--- src/core/cfb_defines.svh ---
/*
  register indices, reset values and decode limits of the filter coefficient bank.
  assumes: included by the bank's package and modules; definitions only.
*/
`ifndef CFB_DEFINES_SVH
`define CFB_DEFINES_SVH

// ----------------------------------------------------------------
// register indices (byte address = 4 * index)
// ----------------------------------------------------------------
`define CFB_IDX_RFX_DEN5_LO 8'h2e
`define CFB_IDX_RDE_NUM0_HI 8'h2f
`define CFB_IDX_RDE_NUM0_LO 8'h30
`define CFB_IDX_RDE_NUM1_HI 8'h31
`define CFB_IDX_RDE_NUM1_LO 8'h32
`define CFB_IDX_RDE_DEN1_HI 8'h33
`define CFB_IDX_RDE_DEN1_LO 8'h34
`define CFB_IDX_SPA_ATT_HI 8'h35
`define CFB_IDX_SPA_ATT_LO 8'h36
`define CFB_IDX_RSVD_FIRST 8'h37
`define CFB_IDX_RSVD_LAST 8'h40
`define CFB_IDX_LHP_NUM0_HI 8'h41

// ----------------------------------------------------------------
// reset values
// ----------------------------------------------------------------
`define CFB_RST_RFX_DEN5_LO 8'hee
`define CFB_RST_RDE_NUM0_HI 8'h39
`define CFB_RST_RDE_NUM0_LO 8'h55
`define CFB_RST_RDE_NUM1_HI 8'hf3
`define CFB_RST_RDE_NUM1_LO 8'h2d
`define CFB_RST_RDE_DEN1_HI 8'h53
`define CFB_RST_RDE_DEN1_LO 8'h7e
`define CFB_RST_SPA_ATT_HI 8'h7f
`define CFB_RST_SPA_ATT_LO 8'hff
`define CFB_RST_RSVD 8'h00
`define CFB_RST_LHP_NUM0_HI 8'h39

// ----------------------------------------------------------------
// storage slots and bus layout
// ----------------------------------------------------------------
`define CFB_SLOTS 10
`define CFB_SLOT_LHP 4'h9
`define CFB_PAIRS 4
`define CFB_IDX_LSB 2
`define CFB_IDX_MSB 9
`define CFB_RDPAD 24'h00_0000

`endif

--- src/core/cfb_pkg.sv ---
/*
  types shared by the coefficient bank modules.
  assumes: cfb_defines.svh is on the include path.
*/
`include "cfb_defines.svh"

package cfb_pkg;

  // ----------------------------------------------------------------
  // bus encodings
  // ----------------------------------------------------------------
  typedef enum logic [1:0] {
    CFB_TR_IDLE = 2'h0,
    CFB_TR_BUSY = 2'h1,
    CFB_TR_NSEQ = 2'h2,
    CFB_TR_SEQ = 2'h3
  } cfb_trans_t;

  // ----------------------------------------------------------------
  // data-phase state of the bus slave
  // ----------------------------------------------------------------
  typedef struct packed {
    logic act;
    logic wr;
    logic hit;
    logic rsvd;
    logic [3:0] slot;
  } cfb_dphase_t;

  typedef logic signed [15:0] cfb_coef_t;

endpackage : cfb_pkg

--- src/core/cfb_byte_store.sv ---
/*
  small byte store for the coefficient bank: one write port, one read port
  whose data come out of a register, and every byte visible as a flat bus.
  assumes: single clock, synchronous active-high reset, clock enable.
*/
`timescale 1ns/1ps
`include "cfb_defines.svh"

module cfb_byte_store import cfb_pkg::*; #(
  parameter int N = `CFB_SLOTS,
  parameter logic [N*8-1:0] RESET_V = '0
) (
  input wire logic core_clk,
  input wire logic rst,
  input wire logic ce,
  input wire logic wr_en,
  input wire logic [3:0] wr_slot,
  input wire logic [7:0] wr_data,
  input wire logic rd_en,
  input wire logic rd_valid,
  input wire logic [3:0] rd_slot,
  output logic [7:0] rd_data,
  output logic [N*8-1:0] bytes_q
);

  if (N < 1 || N > 16) begin : g_bad_n
    $error("cfb_byte_store: N must be 1 to 16");
  end

  typedef struct packed {
    logic [N-1:0][7:0] mem;
    logic [7:0] rd;
  } cfb_store_st_t;

  cfb_store_st_t st_r;
  cfb_store_st_t st_nxt;

  // ----------------------------------------------------------------
  // next state
  // ----------------------------------------------------------------
  always_comb begin
    st_nxt = st_r;
    if (wr_en && int'(wr_slot) < N) begin
      st_nxt.mem[wr_slot] = wr_data;
    end
    if (rd_en) begin
      // forward a write landing in the same cycle so a read never sees stale data
      if (!rd_valid || int'(rd_slot) >= N) begin
        st_nxt.rd = 8'h00;
      end else if (wr_en && wr_slot == rd_slot) begin
        st_nxt.rd = wr_data;
      end else begin
        st_nxt.rd = st_r.mem[rd_slot];
      end
    end
  end

  always_ff @(posedge core_clk) begin
    if (rst) begin
      st_r.mem <= RESET_V;
      st_r.rd <= 8'h00;
    end else if (ce) begin
      st_r <= st_nxt;
    end
  end

  assign rd_data = st_r.rd;
  assign bytes_q = st_r.mem;

endmodule : cfb_byte_store

--- src/core/cfb_coef_bank.sv ---
/*
  filter coefficient bank: ten byte registers on a 32-bit AHB-Lite slave,
  eight of them paired into four signed 16-bit coefficients for the filter datapaths, two left as single bytes.
  assumes: one AHB-Lite master, this slave's hreadyout is the bus hready,
  single clock, synchronous active-high reset, clock enable freezes state.
*/
// Added by the designer: the AHB-Lite interface to the registers.
`timescale 1ns/1ps
`include "cfb_defines.svh"

module cfb_coef_bank import cfb_pkg::*; #(
  parameter int ADDR_W = 32
) (
  input wire logic core_clk,
  input wire logic rst,
  input wire logic ce,
  input wire logic hsel,
  input wire logic [ADDR_W-1:0] haddr,
  input wire logic [1:0] htrans,
  input wire logic hwrite,
  input wire logic [2:0] hsize,
  input wire logic [31:0] hwdata,
  input wire logic hready,
  output logic hreadyout,
  output logic hresp,
  output logic [31:0] hrdata,
  output logic [7:0] right_effects_den5_low,
  output cfb_coef_t right_deemph_numerator_tap_zero,
  output cfb_coef_t right_deemph_numerator_tap_one,
  output cfb_coef_t right_deemph_denominator_tap_one,
  output cfb_coef_t spatial_atten,
  output logic [7:0] left_adc_highpass_num0_high
);

  if (ADDR_W < `CFB_IDX_MSB + 1 || ADDR_W > 32) begin : g_bad_addr
    $error("cfb_coef_bank: ADDR_W must be 10 to 32");
  end

  // ----------------------------------------------------------------
  // reset image, slot 0 in the low byte
  // ----------------------------------------------------------------
  localparam logic [`CFB_SLOTS*8-1:0] RESET_IMG = {
    `CFB_RST_LHP_NUM0_HI,
    `CFB_RST_SPA_ATT_LO,
    `CFB_RST_SPA_ATT_HI,
    `CFB_RST_RDE_DEN1_LO,
    `CFB_RST_RDE_DEN1_HI,
    `CFB_RST_RDE_NUM1_LO,
    `CFB_RST_RDE_NUM1_HI,
    `CFB_RST_RDE_NUM0_LO,
    `CFB_RST_RDE_NUM0_HI,
    `CFB_RST_RFX_DEN5_LO
  };

  // ----------------------------------------------------------------
  // address decode
  // ----------------------------------------------------------------
  // indices 0x2e..0x36 are contiguous slots 0..8; 0x41 is slot 9
  function automatic logic [3:0] slot_of(input logic [7:0] idx);
    logic [7:0] off;
    off = idx - `CFB_IDX_RFX_DEN5_LO;
    if (idx == `CFB_IDX_LHP_NUM0_HI) begin
      return `CFB_SLOT_LHP;
    end
    return off[3:0];
  endfunction : slot_of

  function automatic logic is_coef(input logic [7:0] idx);
    return (idx >= `CFB_IDX_RFX_DEN5_LO && idx <= `CFB_IDX_SPA_ATT_LO)
      || idx == `CFB_IDX_LHP_NUM0_HI;
  endfunction : is_coef

  function automatic logic is_rsvd(input logic [7:0] idx);
    return idx >= `CFB_IDX_RSVD_FIRST && idx <= `CFB_IDX_RSVD_LAST;
  endfunction : is_rsvd

  logic [7:0] a_idx;
  logic a_upper_zero;
  logic a_lane0;
  logic a_hit;
  logic take;

  assign a_idx = haddr[`CFB_IDX_MSB:`CFB_IDX_LSB];
  assign a_lane0 = haddr[1:0] == 2'b00;
  assign a_upper_zero = (ADDR_W > `CFB_IDX_MSB + 1)
    ? ((haddr >> (`CFB_IDX_MSB + 1)) == '0) : 1'b1;
  // only lane 0 of an aligned word holds a register; upper bytes read as zero
  assign a_hit = a_upper_zero && a_lane0 && is_coef(a_idx);
  // a transfer is taken only while the bank runs, since hready follows ce
  assign take = hsel && hready && htrans[1] && ce;

  // ----------------------------------------------------------------
  // data-phase state
  // ----------------------------------------------------------------
  cfb_dphase_t st_r;
  cfb_dphase_t st_nxt;

  always_comb begin
    st_nxt = st_r;
    if (hready && ce) begin
      st_nxt.act = take;
      st_nxt.wr = take && hwrite;
      st_nxt.hit = take && a_hit;
      st_nxt.rsvd = take && a_upper_zero && is_rsvd(a_idx);
      st_nxt.slot = slot_of(a_idx);
    end
  end

  always_ff @(posedge core_clk) begin
    if (rst) begin
      st_r <= '0;
    end else if (ce) begin
      st_r <= st_nxt;
    end
  end

  // ----------------------------------------------------------------
  // register storage
  // ----------------------------------------------------------------
  logic wr_en;
  logic rd_en;
  logic [7:0] rd_byte;
  logic [`CFB_SLOTS*8-1:0] bytes_w;

  // reserved and unmapped indices never reach the store, so they keep reading zero
  assign wr_en = st_r.act && st_r.wr && st_r.hit && ce;
  assign rd_en = take && !hwrite;

  cfb_byte_store #(
    .N(`CFB_SLOTS),
    .RESET_V(RESET_IMG)
  ) u_store (
    .core_clk(core_clk),
    .rst(rst),
    .ce(ce),
    .wr_en(wr_en),
    .wr_slot(st_r.slot),
    .wr_data(hwdata[7:0]),
    .rd_en(rd_en),
    .rd_valid(a_hit),
    .rd_slot(slot_of(a_idx)),
    .rd_data(rd_byte),
    .bytes_q(bytes_w)
  );

  // ----------------------------------------------------------------
  // bus answer
  // ----------------------------------------------------------------
  // zero wait states; a low ce stretches the data phase instead of losing it
  assign hreadyout = ce;
  assign hresp = 1'b0;
  assign hrdata = {`CFB_RDPAD, rd_byte};

  // ----------------------------------------------------------------
  // coefficient pairing
  // ----------------------------------------------------------------
  cfb_coef_t coef_w [`CFB_PAIRS];

  for (genvar p = 0; p < `CFB_PAIRS; p++) begin : g_pair
    // high slot 2p+1 gives bits 15:8, low slot 2p+2 bits 7:0
    assign coef_w[p] = {bytes_w[(2*p+1)*8 +: 8], bytes_w[(2*p+2)*8 +: 8]};
  end

  assign right_effects_den5_low = bytes_w[7:0];
  assign right_deemph_numerator_tap_zero = coef_w[0];
  assign right_deemph_numerator_tap_one = coef_w[1];
  assign right_deemph_denominator_tap_one = coef_w[2];
  assign spatial_atten = coef_w[3];
  assign left_adc_highpass_num0_high = bytes_w[`CFB_SLOT_LHP*8 +: 8];

  logic wr_go;
  assign wr_go = st_r.act && st_r.wr && st_r.hit && ce;
endmodule : cfb_coef_bank

--- config.mk ---
export PLATFORM = sky130hd
export DESIGN_NAME = cfb_coef_bank
export DESIGN_NICKNAME = d
export VERILOG_FILES = /design/src/core/cfb_pkg.sv /design/src/core/cfb_byte_store.sv /design/src/core/cfb_coef_bank.sv
export VERILOG_INCLUDE_DIRS = /design/src /design/src/core
export SDC_FILE = /design/constraint.sdc
export NUM_CORES = 1
export LEC_CHECK = 0
export BUFFER_PORTS_ARGS = -buffer_cell sky130_fd_sc_hd__buf_2
export CAP_MARGIN = 40
export CORE_ASPECT_RATIO = 1.25
export CORE_MARGIN = 2
export CORE_UTILIZATION = 45
export CTS_CLUSTER_SIZE = 25
export DETAILED_ROUTE_END_ITERATION = 10
export PLACE_DENSITY = 0.75
export SYNTH_ARGS = -nofsm -noshare
export SYNTH_HDL_FRONTEND = slang
export SYNTH_SLANG_ARGS = --single-unit
--- constraint.sdc ---
create_clock -name core_clk -period 3.7 [get_ports core_clk]
set_input_delay 0.185 -clock core_clk [delete_from_list [all_inputs] [get_ports core_clk]]
set_output_delay 0.185 -clock core_clk [all_outputs]
set_load 0.005 [all_outputs]
== Word level (Yosys, flattened, before mapping) ==
Index checks and enable logic that the tools add are counted.

* Register bits after elaboration: 95
* Bits of input ports: 75
* Output and inout bits: 114
* Word-level logic and storage cells: 62

* Add/sub/neg operators: 1
* Order comparisons: 7
* Equality and inequality tests: 2
* Muxes and demuxes: 12
* Reduce and logical (&&, ||, !) cells: 25

{| class="wikitable"
|+ Operators by type and width
! kind !! count
|-
| bitwise mux 80 bit || 1
|-
| binary-select mux 8 bit (select 4 bit) || 1
|-
| demux 8 bit (select 4 bit) || 1
|-
| logical NOT 32 bit || 1
|-
| two-way mux 8 bit || 4
|-
| logical AND 1 bit || 16
|-
| two-way mux 4 bit || 3
|-
| less-than comparator 4 x 5 -> 1 bit (second input constant) || 2
|-
| equality test 8 x 7 -> 1 bit (second input constant) || 1
|-
| greater-or-equal comparator 8 x 6 -> 1 bit (second input constant) || 1
|-
| less-or-equal comparator 8 x 6 -> 1 bit (second input constant) || 1
|-
| AND reduction 2 bit || 3
|-
| equality test 4 bit || 1
|-
| greater-or-equal comparator 4 x 1 -> 1 bit (second input constant) || 1
|-
| greater-or-equal comparator 4 bit (second input constant) || 1
|-
| less-than comparator 4 bit (second input constant) || 1
|-
| subtractor 4 bit (second input constant) || 1
|-
| logical NOT 1 bit || 2
|-
| logical NOT 2 bit || 1
|-
| logical OR 1 bit || 2
|-
| two-way mux 1 bit || 2
|}

== Depth between registers and ports, before layout ==
* Word-level depth: 7
* Mapped depth: 9
* Gate-level depth less buffers: 7

== By module ==
Synthesis repeated with hierarchy kept, for this count alone.

* Cell total of the unflattened synthesis: 546
* Area, all modules: 4,842.1 um^2

{| class="wikitable"
|+ Modules (own cells, without submodules)
! module !! times used !! cells an instance !! area an instance (um^2) !! seq. area each (um^2)
|-
| cfb_byte_store || 1 || 461 || 4,179.0 || 1,761.7
|-
| cfb_coef_bank || 1 || 85 || 663.1 || 140.1
|}

== Worst setup path after synthesis ==
No wires, ideal clock.

* Path type: register to register
* Start: register st_r[1] (netlist name)
* End: register u_store.st_r, in the netlist u_store.bytes_q[29]
* Setup time: 120 ps
* Arrival: 1,666 ps
* Required time: 3,580 ps
* Slack: 1,915 ps
* Cell stages (with the launch flop): 8
* Path buffers: 2
* Clock period less this slack: 1,785 ps
* Cells stage by stage: dfxtp_1 clkbuf_1 inv_1 or2_1 nor3b_2 buf_2 nor2b_1 a211o_1

* Cells in the longest elaborated chain, start to end: 5
* Elaborated cells on any way between the ends: 9
* Classes of those cells: 3 x order compare; 3 x mux; 3 x reduce/logical

{| class="wikitable"
|+ Ends and longest elaborated chain
! item !! RTL line !! text
|-
| start: declaration || cfb_coef_bank.sv:95 || <nowiki>cfb_dphase_t st_r;</nowiki>
|-
| start signal: assignment || cfb_coef_bank.sv:113 || <nowiki>st_r <= st_nxt;</nowiki>
|-
| less-than comparator 4 x 5 -> 1 bit (implied by the code) / greater-or-equal comparator 4 x 1 -> 1 bit (equally long branches) || cfb_byte_store.sv:44 || <nowiki>st_nxt.mem[wr_slot] = wr_data;</nowiki>
|-
| logical AND 1 bit (implied by the code) || cfb_byte_store.sv:44 ||
|-
| two-way mux 8 bit (implied by the code) || cfb_byte_store.sv:44 ||
|-
| demux 8 bit (select 4 bit) || n/a ||
|-
| bitwise mux 80 bit || cfb_byte_store.sv:44 ||
|-
| end signal: assignment || cfb_byte_store.sv:63 || <nowiki>st_r <= st_nxt;</nowiki>
|-
| end: declaration || cfb_byte_store.sv:35 || <nowiki>cfb_store_st_t st_r;</nowiki>
|}

Several ways; a longest one is shown, not always the timed one.
A chain may end at the register's enable or synchronous reset.

== Worst setup path in the final report ==
* Start: register st_r[0] (netlist name)
* End: register u_store.st_r, in the netlist u_store.bytes_q[31]

Same word-level chain as after synthesis.

==> metrics.cfg <==
[outcome]
status = completed

[worst_setup_path]
crit_type = flip-flop to flip-flop
arrival_ps = 2680
critPathMaxFanout = 11
endpoint_kind = flip-flop
required_ps = 3940
start_kind = flip-flop
rrSetupSlack_ps = 1260

[clock_tree]
htreeDepth = 3
hold_buffers = 0
post-cts-setup-buffers = 0
cts_resized = 0
cts_tree = yes
cts_inserted_buffers = 9
cts.clk_slew.worst_paths_ps = 60
root_buffer = clkbuf_16
clockBufferDepth = 2
numClockSinks = 95
clk_latency_ps = 350

[power]
cellPowerDensity_mw_per_mm2 = 368
vdd_drop_max_v = 0.000223
p_leak_nw = 2.37

[finish]
layout-drive-gt1-share = 0.266
syn2layout_area_growth_pct = 18.2
antenna_cells = 0
nets = 752

[floorplanning]
start_util = 0.462
die_y_um = 120
die_w_um = 97.1
die_area_mm2 = 0.0117
ios = 189
core_area_mm2 = 0.0106
rows = 42

[drt]
drc_errors = 0
wl_mm = 14.3
antenna_left = 0
viasPerCell = 5.74
num_vias = 4669
drtIter0Drc = 418
drt-pass1-iter-count = 7
wire_per_inst_um = 17.6

[global_routing]
grt_first_pass_wirelength_mm = 22.6
antenna_found_initial = 0
grt_usage = 0.240
grt_pass1_vias = 4452
grt_overflow = 0
grt_max_degree = 89

[timing]
fmax_mhz = 409
hold_viol = 0
finalWorstSetupSlack_ps = 1260
slew_headroom = 0.417
setup_tns_ps = 0
rsz0062_at_grt = no
fin_skew_ps = 6.30
setup_viol = 0
layout_min_cycle_time_ps = 2440
tightestPinTransition_ps = 875
drv_slew = 0
post-route-period-util = 0.660

[logic_synthesis]
ys.warnings.count = 0
ys_seq_elements = 95
async_flop_share = 0
avgSynthCellArea_um2 = 8.60
synth_edf_count = 0
yosysSeqAreaShare = 0.390
ys.flop_type = dfxtp_1
synth_cell_types = 55
synthCells = 567
netlist_area_mm2 = 0.00488

[run]
maxCapViolations = 0

[placed_design]
pre_cts_ws_ps = 1110
port_buffers = 135
gp_congestion = 0.902
dp_hpwl_mm = 10.3

[worst_hold_path]
hold_class = input pin to flip-flop

## report_power, final
part           total, W  switching, W  internal (W)
registers       0.00103    0.00000746       0.00102
clock network  0.000891      0.000415      0.000476
logic          0.000199      0.000127     0.0000715
## layer usage
layer,track usage,wire length [µm]
met4,0.115,449
met5,0,0
met1,0.294,5840
met3,0.0382,1010
met2,0.411,7050
## cells by family after synthesis
logic type,Yosys count,synth area share
fa+ha+maj,1,0.00257
xor+xnor,4,0.00872
other cells,1,0.000769
buf+inv,73,0.0826
simple gates,250,0.259
compound gates,101,0.156
flops,95,0.390
mux,42,0.100
## layout by cell type (no fill, tap or decap), types with 2 or more instances in the layout
cell type,netlist,routed
mux4_2,5,5
conb_1,1,25
o31ai_1,8,8
xnor2_1,2,2
o311ai_0,6,6
clkinvlp_4,0,2
nor2b_1,27,27
nor2_1,50,50
a21oi_1,28,28
mux2i_1,32,32
nand4_1,2,2
nand3_1,10,10
and3_1,12,12
nand2b_1,3,3
or4_1,3,3
inv_1,4,4
buf_4,28,8
nand2_1,88,88
dfxtp_1,95,95
nor4_2,2,2
a22oi_1,2,2
buf_2,13,135
nor4_1,4,4
o22ai_1,3,3
clkinv_4,0,3
a2111o_1,4,4
nand3b_1,18,18
a211o_1,35,35
o221ai_1,4,4
nor3_1,21,21
and2_1,2,2
mux2_2,5,5
clkbuf_16,0,9
## worst max-delay path: stages, from the launching register on
cell and delay (ps):
dfxtp_1 540, nor2b_1 640, nor3b_2 560, buf_4 260, nor2b_1 60, a211o_1 260
## state kept, by name, summed over array words and instances (netlist names)
name             flops
st_r                 7
u_store.bytes_q     80
u_store.rd_data      8
## worst paths after layout
check / from / endpoint / depth (start not counted)
max: st_r[0] / u_store.bytes_q[31] / 5
max reg2reg: st_r[0] / u_store.bytes_q[31] / 5
min reg2reg: u_store.rd_data[1] / u_store.rd_data[1] / 2
min: hready / st_r[0] / 3
## through the flow
step | hold WS [ps] | power [W] | instances | util | instance area, µm²
4_1_cts | 133 | 0.00212 | 813 | 0.546 | 5770
2_1_floorplan | 333 | 0.00120 | 591 | - | 4970
5_1_grt | 153 | 0.00219 | 813 | 0.546 | 5770
3_3_place_gp | 451 | 0.00125 | 796 | 0.518 | 5470
6_report | 143 | 0.00212 | 813 | 0.546 | 5770
3_5_place_dp | 452 | 0.00125 | 797 | 0.519 | 5480
## cell type report
class | count | area [µm²]
Inverter | 4 | 15.0
Fill cell | 987 | 4800
Multi-Input combinational cell | 423 | 2660
Clock buffer | 10 | 239
Tap cell | 132 | 165
Timing Repair Buffer | 143 | 736
Clock inverter | 6 | 46.3
Sequential cell | 95 | 1900
## synthesized netlist by cell type, drive strengths merged, types with 8 or more instances
library cell | n | area share
nand2 | 88 | 0.068
and3 | 12 | 0.015
buf | 44 | 0.060
nor2b | 27 | 0.035
nor2 | 50 | 0.038
clkbuf | 25 | 0.019
o31ai | 8 | 0.012
mux2i | 32 | 0.066
dfxtp | 95 | 0.39
a21oi | 28 | 0.029
nand3 | 10 | 0.010
nor3 | 22 | 0.024
nand3b | 18 | 0.028
a211o | 35 | 0.063
Power figures use the tool's default switching activity.
